--- src/rtl/ccp_defs.svh ---
// constants for the capture/compare/pwm block
`ifndef CCP_DEFS_SVH
`define CCP_DEFS_SVH
`define CCP_OC_OFF 3'h0
`define CCP_OC_HIGH 3'h1
`define CCP_OC_LOW 3'h2
`define CCP_OC_TOG 3'h3
`define CCP_OC_DUAL 3'h4
`define CCP_OC_DUALC 3'h5
`define CCP_OC_PWM 3'h6
`define CCP_OC_PWMF 3'h7
`define CCP_IC_OFF 3'h0
`define CCP_IC_BOTH 3'h1
`define CCP_IC_FALL 3'h2
`define CCP_IC_RISE 3'h3
`define CCP_IC_R4 3'h4
`define CCP_IC_R16 3'h5
`define CCP_FIFO_DEPTH 3'h4
`define CCP_DIV4_LAST 4'h3
`define CCP_DIV16_LAST 4'hF
`endif

--- src/rtl/ccp_pkg.sv ---
// types for the capture/compare/pwm block
package ccp_pkg;
   typedef struct packed {
      logic [2:0] compare_mode_field;
      logic compare_timebase_select;
      logic stop_in_idle;
   } ccp_oc_cfg_t;
   typedef struct packed {
      logic [2:0] capture_mode_field;
      logic capture_timebase_select;
      logic [1:0] events_per_irq;
      logic stop_in_idle;
   } ccp_ic_cfg_t;
endpackage

--- src/rtl/ccp_unit.sv ---
// two timers, one capture unit and one compare/pwm unit
`include "ccp_defs.svh"
module ccp_unit
   import ccp_pkg::*;
#(
   parameter int W = 16
) (
   input wire logic ref_clk,
   input wire logic rst,
   input wire logic cpu_idle,
   input wire logic [W-1:0] timer_period_reg_2,
   input wire logic [W-1:0] timer_period_reg_3,
   input wire logic tmr_read,
   input wire logic tmr_sel,
   input wire logic [1:0] tmr_read_be,
   output logic [W-1:0] tmr_read_data,
   output logic [1:0] timer_flag,
   input wire ccp_ic_cfg_t ic_cfg,
   input wire logic capture_input_pin,
   input wire logic cap_pop,
   output logic [W-1:0] cap_data,
   output logic cap_buf_empty,
   output logic cap_overflow,
   output logic cap_irq,
   output logic capture_pin_owned,
   input wire ccp_oc_cfg_t oc_cfg,
   input wire logic oc_cfg_wr,
   input wire logic [W-1:0] primary_compare_reg_wr,
   input wire logic primary_wr,
   input wire logic [W-1:0] secondary_compare_reg,
   input wire logic fault_input_a,
   input wire logic fault_input_b,
   input wire logic flag_clr,
   output logic compare_output_pin,
   output logic compare_output_pin_oe_n,
   output logic compare_interrupt_flag,
   output logic pwm_fault_status,
   output logic special_event_trig
);
   // ---------------------------------------------------------------
   // time base timers
   // ---------------------------------------------------------------
   logic [W-1:0] tmr_q [2];
   logic [1:0] tmr_match;
   genvar g;
   generate
      for (g = 0; g < 2; g++) begin : g_tmr
         logic [W-1:0] per;
         assign per = (g == 0) ? timer_period_reg_2 : timer_period_reg_3;
         assign tmr_match[g] = (tmr_q[g] == per);
         always_ff @(posedge ref_clk or posedge rst) begin
            if (rst) begin
               tmr_q[g] <= '0;
               timer_flag[g] <= 1'b0;
            end else begin
               tmr_q[g] <= tmr_match[g] ? '0 : tmr_q[g] + 1'b1;
               timer_flag[g] <= tmr_match[g];
            end
         end
      end
   endgenerate

   // full-word only; partial lanes read zero
   always_ff @(posedge ref_clk or posedge rst) begin
      if (rst) begin
         tmr_read_data <= '0;
      end else if (tmr_read) begin
         tmr_read_data <= (tmr_read_be == 2'h3) ? tmr_q[tmr_sel] : '0;
      end
   end

   // ---------------------------------------------------------------
   // capture
   // ---------------------------------------------------------------
   logic ic_s1_q, ic_s2_q, ic_s3_q;
   logic ic_run, rise, fall, cap_ev;
   logic [3:0] pre_q;
   logic [W-1:0] fifo_q [4];
   logic [2:0] cnt_q;
   logic [1:0] rd_q, wr_q, evc_q;
   logic [W-1:0] cap_tb;
   // idle stop and mode off both block capture events; mode off also clears the prescaler and event count
   assign ic_run = (ic_cfg.capture_mode_field != `CCP_IC_OFF)
                   && !(ic_cfg.stop_in_idle && cpu_idle);
   assign capture_pin_owned = (ic_cfg.capture_mode_field != `CCP_IC_OFF);
   assign rise = ic_s2_q && !ic_s3_q;
   assign fall = !ic_s2_q && ic_s3_q;
   assign cap_tb = tmr_q[ic_cfg.capture_timebase_select];
   always_ff @(posedge ref_clk or posedge rst) begin
      if (rst) begin
         ic_s1_q <= 1'b0;
         ic_s2_q <= 1'b0;
         ic_s3_q <= 1'b0;
      end else begin
         ic_s1_q <= capture_input_pin;
         ic_s2_q <= ic_s1_q;
         ic_s3_q <= ic_s2_q;
      end
   end
   always_comb begin
      cap_ev = 1'b0;
      if (ic_run) begin
         case (ic_cfg.capture_mode_field)
            `CCP_IC_BOTH: cap_ev = rise || fall;
            `CCP_IC_FALL: cap_ev = fall;
            `CCP_IC_RISE: cap_ev = rise;
            `CCP_IC_R4: cap_ev = rise && pre_q == `CCP_DIV4_LAST;
            `CCP_IC_R16: cap_ev = rise && pre_q == `CCP_DIV16_LAST;
            default: cap_ev = 1'b0;
         endcase
      end
   end
   always_ff @(posedge ref_clk or posedge rst) begin
      if (rst) begin
         pre_q <= '0;
      end else if (!capture_pin_owned) begin
         pre_q <= '0;
      end else if (ic_run && rise) begin
         if ((ic_cfg.capture_mode_field == `CCP_IC_R4 && pre_q == `CCP_DIV4_LAST)
             || pre_q == `CCP_DIV16_LAST)
            pre_q <= '0;
         else
            pre_q <= pre_q + 4'h1;
      end
   end
   // timer value sampled two cycles after pin edge through synchroniser
   always_ff @(posedge ref_clk or posedge rst) begin
      if (rst) begin
         rd_q <= '0;
         wr_q <= '0;
         cnt_q <= '0;
         cap_overflow <= 1'b0;
         for (int i = 0; i < 4; i++) fifo_q[i] <= '0;
      end else begin
         if (cap_ev && cnt_q != `CCP_FIFO_DEPTH) begin
            fifo_q[wr_q] <= cap_tb;
            wr_q <= wr_q + 2'h1;
         end
         if (cap_pop && cnt_q != 3'h0) rd_q <= rd_q + 2'h1;
         cnt_q <= cnt_q + {2'h0, cap_ev && cnt_q != `CCP_FIFO_DEPTH}
                  - {2'h0, cap_pop && cnt_q != 3'h0};
         // full buffer keeps old values; overflow clears once drained
         if (cap_ev && cnt_q == `CCP_FIFO_DEPTH)
            cap_overflow <= 1'b1;
         else if (cnt_q == 3'h0)
            cap_overflow <= 1'b0;
      end
   end
   assign cap_data = fifo_q[rd_q];
   assign cap_buf_empty = (cnt_q == 3'h0);
   always_ff @(posedge ref_clk or posedge rst) begin
      if (rst) begin
         evc_q <= '0;
         cap_irq <= 1'b0;
      end else begin
         cap_irq <= 1'b0;
         if (!capture_pin_owned) begin
            evc_q <= '0;
         end else if (cap_ev) begin
            if (evc_q == ic_cfg.events_per_irq) begin
               evc_q <= '0;
               cap_irq <= 1'b1;
            end else begin
               evc_q <= evc_q + 2'h1;
            end
         end
      end
   end

   // ---------------------------------------------------------------
   // compare / pwm
   // ---------------------------------------------------------------
   logic fa_s1_q, fa_s2_q, fb_s1_q, fb_s2_q;
   logic [W-1:0] pri_q, oc_tb;
   logic [2:0] m;
   logic oc_run, hit_pri, hit_sec, per_end, pwm, fault_now, match_ev;
   assign m = oc_cfg.compare_mode_field;
   assign oc_run = (m != `CCP_OC_OFF) && !(oc_cfg.stop_in_idle && cpu_idle);
   assign oc_tb = tmr_q[oc_cfg.compare_timebase_select];
   assign per_end = tmr_match[oc_cfg.compare_timebase_select];
   assign pwm = (m == `CCP_OC_PWM) || (m == `CCP_OC_PWMF);
   assign hit_pri = oc_run && (oc_tb == pri_q);
   assign hit_sec = oc_run && (oc_tb == secondary_compare_reg);
   // only the two dedicated pins, synchronised, reach the fault logic
   assign fault_now = (m == `CCP_OC_PWMF) && !(fa_s2_q && fb_s2_q);
   assign match_ev = hit_pri || (hit_sec && !pwm && m >= `CCP_OC_DUAL);
   always_ff @(posedge ref_clk or posedge rst) begin
      if (rst) begin
         fa_s1_q <= 1'b1;
         fa_s2_q <= 1'b1;
         fb_s1_q <= 1'b1;
         fb_s2_q <= 1'b1;
      end else begin
         fa_s1_q <= fault_input_a;
         fa_s2_q <= fa_s1_q;
         fb_s1_q <= fault_input_b;
         fb_s2_q <= fb_s1_q;
      end
   end
   always_ff @(posedge ref_clk or posedge rst) begin
      if (rst) begin
         pri_q <= '0;
      end else if (primary_wr) begin
         pri_q <= primary_compare_reg_wr;
      end else if (pwm && per_end) begin
         pri_q <= secondary_compare_reg;
      end
   end
   always_ff @(posedge ref_clk or posedge rst) begin
      if (rst) begin
         pwm_fault_status <= 1'b0;
      end else if (fault_now) begin
         pwm_fault_status <= 1'b1;
      end else if (oc_cfg_wr && pwm && fa_s2_q && fb_s2_q) begin
         pwm_fault_status <= 1'b0;
      end
   end
   always_ff @(posedge ref_clk or posedge rst) begin
      if (rst) begin
         compare_output_pin <= 1'b0;
      end else if (oc_cfg_wr) begin
         // initial level chosen by mode write
         compare_output_pin <= (m == `CCP_OC_LOW);
      end else if (oc_run && !pwm_fault_status) begin
         case (m)
            `CCP_OC_HIGH: if (hit_pri) compare_output_pin <= 1'b1;
            `CCP_OC_LOW: if (hit_pri) compare_output_pin <= 1'b0;
            `CCP_OC_TOG: if (hit_pri) compare_output_pin <= !compare_output_pin;
            `CCP_OC_DUAL, `CCP_OC_DUALC: begin
               if (hit_pri) compare_output_pin <= 1'b1;
               else if (hit_sec) compare_output_pin <= 1'b0;
            end
            `CCP_OC_PWM, `CCP_OC_PWMF: begin
               if (per_end) compare_output_pin <= (secondary_compare_reg != '0);
               else if (hit_pri) compare_output_pin <= 1'b0;
            end
            default: compare_output_pin <= compare_output_pin;
         endcase
      end
   end
   // fault has no selectable level: the pin is released
   assign compare_output_pin_oe_n = (m == `CCP_OC_OFF) || pwm_fault_status;
   always_ff @(posedge ref_clk or posedge rst) begin
      if (rst) begin
         compare_interrupt_flag <= 1'b0;
         special_event_trig <= 1'b0;
      end else begin
         special_event_trig <= match_ev && !pwm;
         if (match_ev || (pwm && per_end && oc_run) || fault_now)
            compare_interrupt_flag <= 1'b1;
         else if (flag_clr)
            compare_interrupt_flag <= 1'b0;
      end
   end

   // ---------------------------------------------------------------
   // checks
   // ---------------------------------------------------------------
   a_fault_tristate: assert property (@(posedge ref_clk) disable iff (rst)
      fault_now |=> compare_output_pin_oe_n) else $error("fault did not release pin");
   a_fault_flag_set: assert property (@(posedge ref_clk) disable iff (rst)
      fault_now |=> pwm_fault_status && compare_interrupt_flag)
      else $error("fault flags missing");
   a_no_overwrite: assert property (@(posedge ref_clk) disable iff (rst)
      (cap_ev && cnt_q == `CCP_FIFO_DEPTH) |=> cap_overflow && $stable(wr_q))
      else $error("full buffer overwritten");
   a_cap_first_store: assert property (@(posedge ref_clk) disable iff (rst)
      (cap_ev && cap_buf_empty) |=> !cap_buf_empty && cap_data == $past(cap_tb))
      else $error("first capture not at head");
   a_match_flag: assert property (@(posedge ref_clk) disable iff (rst)
      match_ev |=> compare_interrupt_flag) else $error("match missed flag");
   a_pwm_reload: assert property (@(posedge ref_clk) disable iff (rst)
      (pwm && per_end && !primary_wr) |=> pri_q == $past(secondary_compare_reg))
      else $error("duty not reloaded");
   a_timer_wrap: assert property (@(posedge ref_clk) disable iff (rst)
      tmr_match[0] |=> timer_flag[0] && tmr_q[0] == '0) else $error("timer wrap wrong");
   a_byte_read_zero: assert property (@(posedge ref_clk) disable iff (rst)
      (tmr_read && tmr_read_be != 2'h3) |=> tmr_read_data == '0)
      else $error("byte read not zero");
   a_toggle_next: assert property (@(posedge ref_clk) disable iff (rst)
      (m == `CCP_OC_TOG && hit_pri && !oc_cfg_wr && !pwm_fault_status)
      |=> compare_output_pin != $past(compare_output_pin)) else $error("toggle late");
   a_dual_fall: assert property (@(posedge ref_clk) disable iff (rst)
      ((m == `CCP_OC_DUAL || m == `CCP_OC_DUALC) && hit_sec && !hit_pri && !oc_cfg_wr
      && !pwm_fault_status) |=> !compare_output_pin) else $error("dual fall missed");
   a_pwm_period_set: assert property (@(posedge ref_clk) disable iff (rst)
      (pwm && per_end && oc_run && !oc_cfg_wr && !pwm_fault_status
      && secondary_compare_reg != '0) |=> compare_output_pin)
      else $error("pwm period start missed");
   a_fault_hold: assert property (@(posedge ref_clk) disable iff (rst)
      (pwm_fault_status && !oc_cfg_wr) |=> pwm_fault_status)
      else $error("fault cleared without mode write");
   // idle halt must freeze the buffer even with edges arriving
   a_cap_idle_halt: assert property (@(posedge ref_clk) disable iff (rst)
      (ic_cfg.stop_in_idle && cpu_idle) |=> !cap_irq && $stable(wr_q))
      else $error("capture ran in idle");
   c_capture_ovf: cover property (@(posedge ref_clk) cap_ev && cnt_q == `CCP_FIFO_DEPTH);
   c_pwm_fault: cover property (@(posedge ref_clk) fault_now);
   c_cap_irq: cover property (@(posedge ref_clk) cap_irq);
   c_dual_hit: cover property (@(posedge ref_clk) m == `CCP_OC_DUAL && hit_sec);
   c_pwm_restart: cover property (@(posedge ref_clk) $fell(pwm_fault_status));
endmodule

--- config.mk ---
export PLATFORM = sky130hd
export DESIGN_NAME = ccp_unit
export DESIGN_NICKNAME = d
export VERILOG_FILES = /design/src/rtl/ccp_pkg.sv /design/src/rtl/ccp_unit.sv
export VERILOG_INCLUDE_DIRS = /design/src /design/src/rtl
export SDC_FILE = /design/constraint.sdc
export NUM_CORES = 1
export LEC_CHECK = 0
export BUFFER_PORTS_ARGS = -buffer_cell sky130_fd_sc_hd__buf_2
export CORE_MARGIN = 5
export CORE_UTILIZATION = 35
export CTS_BUF_LIST = sky130_fd_sc_hd__clkbuf_8
export CTS_CLUSTER_DIAMETER = 40
export DETAILED_ROUTE_END_ITERATION = 8
export PLACE_DENSITY_LB_ADDON = 0.3
export RECOVER_POWER = 25
export SYNTH_ARGS = -nofsm -noshare
export SYNTH_HDL_FRONTEND = slang
export SYNTH_SLANG_ARGS = --single-unit
--- constraint.sdc ---
create_clock -name ref_clk -period 13.2 [get_ports ref_clk]
set_input_delay 1.98 -clock ref_clk [delete_from_list [all_inputs] [get_ports ref_clk]]
set_output_delay 1.98 -clock ref_clk [all_outputs]
set_load 0.02 [all_outputs]
# After elaboration in Yosys (flattened, before gate mapping)
# Index checks and enable logic that the tools add are counted.
[word_totals]
ff_bits = 156
in_bits = 90
output_inout_bits = 43
elab_cells = 181
[op_classes]
addsub = 8
order_cmp = 8
eq_ne = 27
n_mux = 48
n_bitwise = 5
n_reduce_logical = 57
[ops]
columns = ["cell", "n"]
rows = [
  ["$mux W16", 17],
  ["$bwmux W64", 1],
  ["$eq A16 B16 Y1", 4],
  ["$add A16 B1 Y16 const B", 2],
  ["$bmux W16 S2", 1],
  ["$demux W16 S2", 1],
  ["$logic_and A1 B1 Y1", 27],
  ["$eq A3 B3 Y1 const B", 7],
  ["$mux W1", 20],
  ["$reduce_bool A16 Y1", 1],
  ["$eq A3 B2 Y1 const B", 4],
  ["$mux W4", 3],
  ["$pmux W1 S5", 2],
  ["$reduce_bool A2 Y1", 5],
  ["$ge A3 B3 Y1 const B", 3],
  ["$ne A3 B3 Y1 const B", 3],
  ["$reduce_bool A3 Y1", 3],
  ["$logic_not A1 Y1", 8],
  ["$logic_or A1 B1 Y1", 7],
  ["$add A2 B1 Y2 const B", 3],
  ["$eq A3 B1 Y1 const B", 2],
  ["$ge A2 B2 Y1 const B", 3],
  ["$logic_not A3 Y1", 2],
  ["$mux W2", 3],
  ["other kinds (16)", 21],
]

# Depth between registers and ports, before layout
# Gate-level depths: netlist of run 1.
[logic_depth]
word_depth = 12
depth_mapped = 14
depth_no_buf = 14

# Worst setup path before layout of run 1
# OpenSTA, ideal clock, no wires.
[synth_timing]
path_type = "in2out"
start = "in oc_cfg[4] (netlist bit)"
end = "out compare_output_pin_oe_n"
arrival_time_ns = 2.585
required_time_ns = 11.220
path_slack_ns = 8.635
stages = 3
path_buffers = 1
path_cell_list = "clkbuf_1 > nor3_1 > or2_2"
[synth_between]
elab_chain_len = 2
[synth_lines]
columns = ["item", "line", "source"]
rows = [
  ["start: declaration", "ccp_unit.sv:26", "input wire ccp_oc_cfg_t oc_cfg,"],
  ["$logic_not A3 Y1 (no line)", "--", ""],
  ["$logic_or A1 B1 Y1", "ccp_unit.sv:242", "assign compare_output_pin_oe_n = (m == `CCP_OC_OFF) || pwm_fault_status;"],
  ["end: declaration", "ccp_unit.sv:35", "output logic compare_output_pin_oe_n,"],
]
# Every way passes these cells.

# Worst setup path after layout of run 1
[layout_timing]
start = "in ic_cfg[5] (netlist bit)"
end = "out capture_pin_owned"
[layout_between]
elab_chain_len = 1
[layout_lines]
columns = ["item", "line", "source"]
rows = [
  ["start: declaration", "ccp_unit.sv:18", "input wire ccp_ic_cfg_t ic_cfg,"],
  ["$reduce_bool A3 Y1 (no line)", "--", ""],
  ["end: declaration", "ccp_unit.sv:25", "output logic capture_pin_owned,"],
]
# Every way passes these cells.

==> flow_summary.yaml, run 1 <==
die:
  initial_core_util_pct: 35.5
  die_height_um: 167
  rows: 57
  core_mm2: 0.0242
  die_area_mm2: 0.0278
  io_pins: 133
  die_x_um: 167
detailed_routing:
  vias: 5843
  dr.pass1.iters: 4
  wl_per_cell_um: 18.4
  wirelength_mm: 21.7
  drcViolationCount: 0
  postRouteAntennaNets: 0
  via_per_inst: 4.96
  drt-initial-drc-count: 321
placement:
  portBuffers: 132
  dpl.hpwl_mm: 16.0
  place_area_mm2: 0.00940
  routabilityCongestion: 0.835
sta:
  fin_skew_ps: 8.99
  slew_headroom_pct: -138
  hold_viol_final: 0
  fin_crit_sh_pct: 37.9
  rsz0062_at_grt: "false"
  worstMarginPinSlew_ps: 3550
  drv_slew: 81
  whs_ps: 359
  setup-tns-final_ps: 0
  final-setup-viol-count: 0
  fmax_ghz: 0.200
  finalWorstPathRequiredPeriod_ps: 5000
run_status:
  status: "finished, violations left"
  violations: "capacitance limit, slew limit"
yosys:
  synth_edf_count: 0
  synth_top_area_share_pct: 44.2
  synth-seq-cells: 156
  synth-main-ff-cell: "dfrtp_1"
  ys.warnings.count: 0
  synth_common_cells: "152 x dfrtp_1, 60 x xnor2_1, 48 x mux2i_1"
  synth-async-reset-ratio_pct: 100
  synthesis.nets: 836
  yosysTopAreaCell: "dfrtp_1"
  syn_inst: 734
  seq_area_frac_synth_pct: 45.4
  ys_types: 56
  synth.avg_cell_area_um2: 11.7
  synth_area_leaders: "dfrtp_1 44%, mux2_4 7.0%, xnor2_1 6.1%, mux2i_1 5.6%, mux2_2 5.4%"
  syn_area_mm2: 0.00861
  yosysMostFrequentCell: "dfrtp_1"
global_route:
  overflow: 0
  antenna_found_initial: 1
  grt_pass1_vias: 6144
  grt_pass1_wl_mm: 35.2
  grt_start_max_net_pins: 81
  gr-usage-all-layers_pct: 15.9
worst_setup_path:
  worst-setup-path-type: "primary input to output port"
  crit_required_ps: 11220
  crit_arrival_ps: 3020
  endpoint_kind: "output port"
  cp-start-kind: "primary input"
  crit_fanout: 5
cts:
  clk_latency_ps: 450
  cts_resized: 0
  htreeDepth: 4
  clk_pin_slew_worst_paths_ps: 90
  cts_buffer_depth: 2
  post_cts_buffers: 0
  tritoncts: "yes"
  cts_made_buffers: 17
  clock_sink_count: 156
  postCtsHoldBufs: 0
  clockRootBuffer: "clkbuf_8"
power_and_ir_drop:
  ir_drop_uv: 59.6
  power_density_mw_per_mm2: 141
  power_leakage_nw: 4.46
final_layout:
  finish.instance_area_mm2: 0.00980
  fillers: 2411
  area_growth_pct: 13.8
  fin_nets: 943
  drive_above_1_share_pct: 32.7
flow_run:
  cap_violations: 1
hold_path:
  worstHoldPathType: "flip-flop to flip-flop"
-- cell families (layout without fill, tap and decap cells) --
kind of cell	count (synthesis)	after routing	share of synthesized area [%]
multiplexers	146	146	22.4
buffers and inverters	77	197	4.80
AND/OR/NAND/NOR	177	177	10.9
XOR/XNOR	97	97	9.95
flip-flops	156	156	45.4
adder cells (fa/ha/maj)	12	12	1.83
other	0	1	0
AO/OA/AOI/OAI	69	69	4.77
-- critical path, stage by stage --
cell and delay [ps]:
buf_2 130, nor3_1 510, inv_1 190, buf_2 210
-- final timing paths --
path                       startpoint                end  slack (ps)  depth (start not counted)
max                         ic_cfg[5]  capture_pin_owned        8200                          4
min                           fa_s1_q            fa_s2_q         360                          0
max reg2reg                  pre_q[0]         fifo_q[58]       10030                          9
min reg2reg                   fa_s1_q            fa_s2_q         360                          0
max in group asynchronous         rst          tmr_q[13]        8480                          3
min in group asynchronous         rst            wr_q[1]        2570                          2
-- report_power, final --
part / internal, W / leakage [nW] / switching (W) / total, W
clock: 0.000172 / 0.202 / 0.000195 / 0.000367
sequential: 0.000553 / 2.04 / 0.0000861 / 0.000639
combinational: 0.000194 / 2.23 / 0.000184 / 0.000379
total: 0.000920 / 4.46 / 0.000465 / 0.00139
-- sequential cells by signal, indices dropped and copies added, names as in the netlist, 2 cells and up --
register / flops
pri_q: 16
timer_flag: 2
wr_q: 2
pre_q: 4
evc_q: 2
tmr_read_data: 16
rd_q: 2
cnt_q: 3
tmr_q: 32
fifo_q: 64
-- placed cells by master (no fill, tap or decap), drive strengths merged, types with 13 or more instances in the layout --
cell type  Yosys  routed
nor2          46      46
clkbuf        21      17
inv           30      36
mux4          16      16
xnor2         61      61
buf           26     135
nand2         43      43
o22ai         17      17
mux2          81      81
mux2i         49      49
nand3         20      20
nand4         13      13
nor4          17      17
xor2          36      36
a21oi         15      15
o21ai         26      26
dfrtp        152     152
-- routing by layer --
metal	GRT usage, %	vias up	share of wire (%)
li1	-	2782	-
met1	21.8	2905	47
met3	3.15	25	3.7
met2	25.5	131	48
met5	0	-	0
met4	4.84	0	1.9
-- cell type report --
cell class              count  area [um2]  share of cell area (%)
diodes                      1        2.50                  0.0255
inverters                  30         114                    1.16
clock inverters            15         164                    1.67
multi-input cells         501        4290                    43.8
flip-flops and latches    156        3910                    39.9
clock buffers              17         234                    2.39
well taps                 324         405                    4.14
repair buffers            135         683                    6.97
-- through the flow --
step / instances / util [%] / total power [W] / setup WS [ps]
floorplan: 734 / - / 0.000919 / 7020
global placement: 1146 / 38.8 / 0.00102 / 8260
detailed placement: 1146 / 38.8 / 0.00103 / 8210
CTS: 1178 / 40.4 / 0.00140 / 8210
global route: 1179 / 40.4 / 0.00147 / 7730
finish: 1179 / 40.4 / 0.00139 / 8200
No activity file was read; power rests on OpenSTA's default activity.
==> run 2: changes to the inputs <==
==> constraint.sdc (replaced) <==
create_clock -name ref_clk -period 4.9 [get_ports ref_clk]
set_input_delay 0.735 -clock ref_clk [delete_from_list [all_inputs] [get_ports ref_clk]]
set_output_delay 0.735 -clock ref_clk [all_outputs]
set_load 0.02 [all_outputs]
==> run 2 against run 1 <==
Combinational power rose to 2.6 times the previous value. Register-to-register slack worse by 8200 ps. The flow still finishes with violations (capacitance limit, slew limit). Critical path depth grew 4. Clock power grew to 2.8 times the previous value. Setup slack lost 6400 ps. First-iteration DRC count shrank 4.7%.
==> flow_summary.yaml, run 2 (synthesis gave the netlist of run 1 again) <==
sta:
  rsz0062_at_grt: "false"
  slew_headroom_pct: -16.0
  fin_crit_sh_pct: 63.6
  setup-tns-final_ps: 0
  finalWorstPathRequiredPeriod_ps: 3110
  final-setup-viol-count: 0
  fin_skew_ps: 16.4
  drv_slew: 37
  hold_viol_final: 0
  fmax_ghz: 0.321
  setup_ws_ps: 1790
  worstMarginPinSlew_ps: 1730
power_and_ir_drop:
  ir_drop_uv: 142
  power_leakage_nw: 4.47
  power_density_mw_per_mm2: 384
die:
  die_x_um: 167
  die_height_um: 167
  rows: 57
  io_pins: 133
  die_area_mm2: 0.0278
  initial_core_util_pct: 35.5
  core_mm2: 0.0242
final_layout:
  area_growth_pct: 14.2
  fin_nets: 944
  regMostFlops: "fifo_q"
  top_regs: "fifo_q (64), tmr_q (32)"
  layout_common_cells: "152 x dfrtp_1, 130 x buf_2, 60 x xnor2_1, 48 x mux2i_1, 44 x nor2_1"
  fillers: 2400
  multi_input_area_mm2: 0.00429
  largest_register_ffs: 64
  final_common_cell: "dfrtp_1"
  seq_area_mm2: 0.00391
  drive_above_1_share_pct: 32.5
worst_setup_path:
  slowest_delay_ps: 830
  crit_slowest_cell: "and2_1"
  cpLargestDelayFamily: "simple AND/OR/NAND/NOR gates"
  cp-start-kind: "flip-flop"
  endpoint_kind: "flip-flop"
  worstPathCellList: "ha_1 > nand4bb_1 > nor3_2 > a221oi_1 > nor2_2 > a21boi_4 > and2_1 > mux2_2"
  critical_path_buf_inv_count: 0
  crit_fanout: 16
  crit_required_ps: 5230
  worst-setup-path-type: "flip-flop to flip-flop"
  crit_arrival_ps: 3440
cts:
  tritoncts: "yes"
  post_cts_buffers: 0
  clk_pin_slew_worst_paths_ps: 80
  cts_resized: 0
  clockRootBuffer: "clkbuf_8"
  clock_sink_count: 156
  clk_latency_ps: 450
  postCtsHoldBufs: 0
  htreeDepth: 4
  cts_made_buffers: 17
  cts_buffer_depth: 2
detailed_routing:
  drcViolationCount: 0
  vias: 5930
  drt-initial-drc-count: 306
  postRouteAntennaNets: 0
  routed.top_layer: "met4"
  via_per_inst: 5.03
  wl_met3_um: 985
  wl_per_cell_um: 18.5
  met2_length_mm: 10.2
  dr.pass1.iters: 4
  met1Wirelength_mm: 10.1
  wirelength_mm: 21.9
global_route:
  grt_pass1_wl_mm: 34.9
  gr-usage-all-layers_pct: 15.8
  antenna_found_initial: 2
  grt_start_max_net_pins: 121
  overflow: 0
  grt_pass1_vias: 6091
flow_run:
  cap_violations: 1
hold_path:
  worstHoldPathType: "flip-flop to flip-flop"
run_status:
  status: "finished, violations left"
  violations: "capacitance limit, slew limit"
placement:
  pre_cts_ws_ps: 1530
  portBuffers: 132
  routabilityCongestion: 0.841
  dpl.hpwl_mm: 16.1
run 2: changes by cell type in the layout (fill, tap and decap cells not counted), sizes merged:
cell / previous run / this run
clkinvlp: 3 / 5
buf: 135 / 134
inv: 36 / 32
bufinv: 2 / 3
clkbuf: 17 / 20
run 2: layer usage:
layer / up-vias / global-route usage [%]
met4: 0 / 6.15
li1: 2779 / -
met5: - / 0
met3: 30 / 3.01
met1: 2953 / 21.8
met2: 168 / 24.8
run 2: power by group:
group	total [W]	switching [W]	internal [W]	leakage, nW
registers	0.00175	0.000259	0.00149	2.04
clock network	0.00103	0.000515	0.000518	0.203
logic	0.000991	0.000467	0.000525	2.23
total	0.00377	0.00124	0.00253	4.47
run 2: stage by stage:
step	hold slack, ps	instance area (um2)	total power (W)	utilization [%]	std cells
2_1_floorplan	331	8610	0.00248	-	734
3_3_place_gp	340	9420	0.00276	38.9	1147
3_5_place_dp	347	9420	0.00278	38.9	1147
4_1_cts	346	9840	0.00382	40.6	1179
5_1_grt	356	9840	0.00398	40.6	1180
6_report	359	9840	0.00377	40.6	1180
run 2: path summary, 6_finish.rpt:
path	start	end	slack, ps	depth (start not counted)
setup / recovery	pre_q[0]	fifo_q[45]	1790	8
hold / removal	fb_s1_q	fb_s2_q	360	0
setup reg to reg	pre_q[0]	fifo_q[45]	1790	8
hold reg to reg	fb_s1_q	fb_s2_q	360	0
max in group asynchronous	rst	tmr_q[28]	2900	3
min in group asynchronous	rst	rd_q[0]	680	2
run 2: layout make-up:
cell class | instances | area share, %
Multi-Input combinational cell | 501 | 43.6
Sequential cell | 156 | 39.7
Timing Repair Buffer | 136 | 7.12
Tap cell | 324 | 4.12
Clock buffer | 18 | 2.52
Clock inverter | 14 | 1.72
Inverter | 30 | 1.16
Antenna cell | 1 | 0.0254
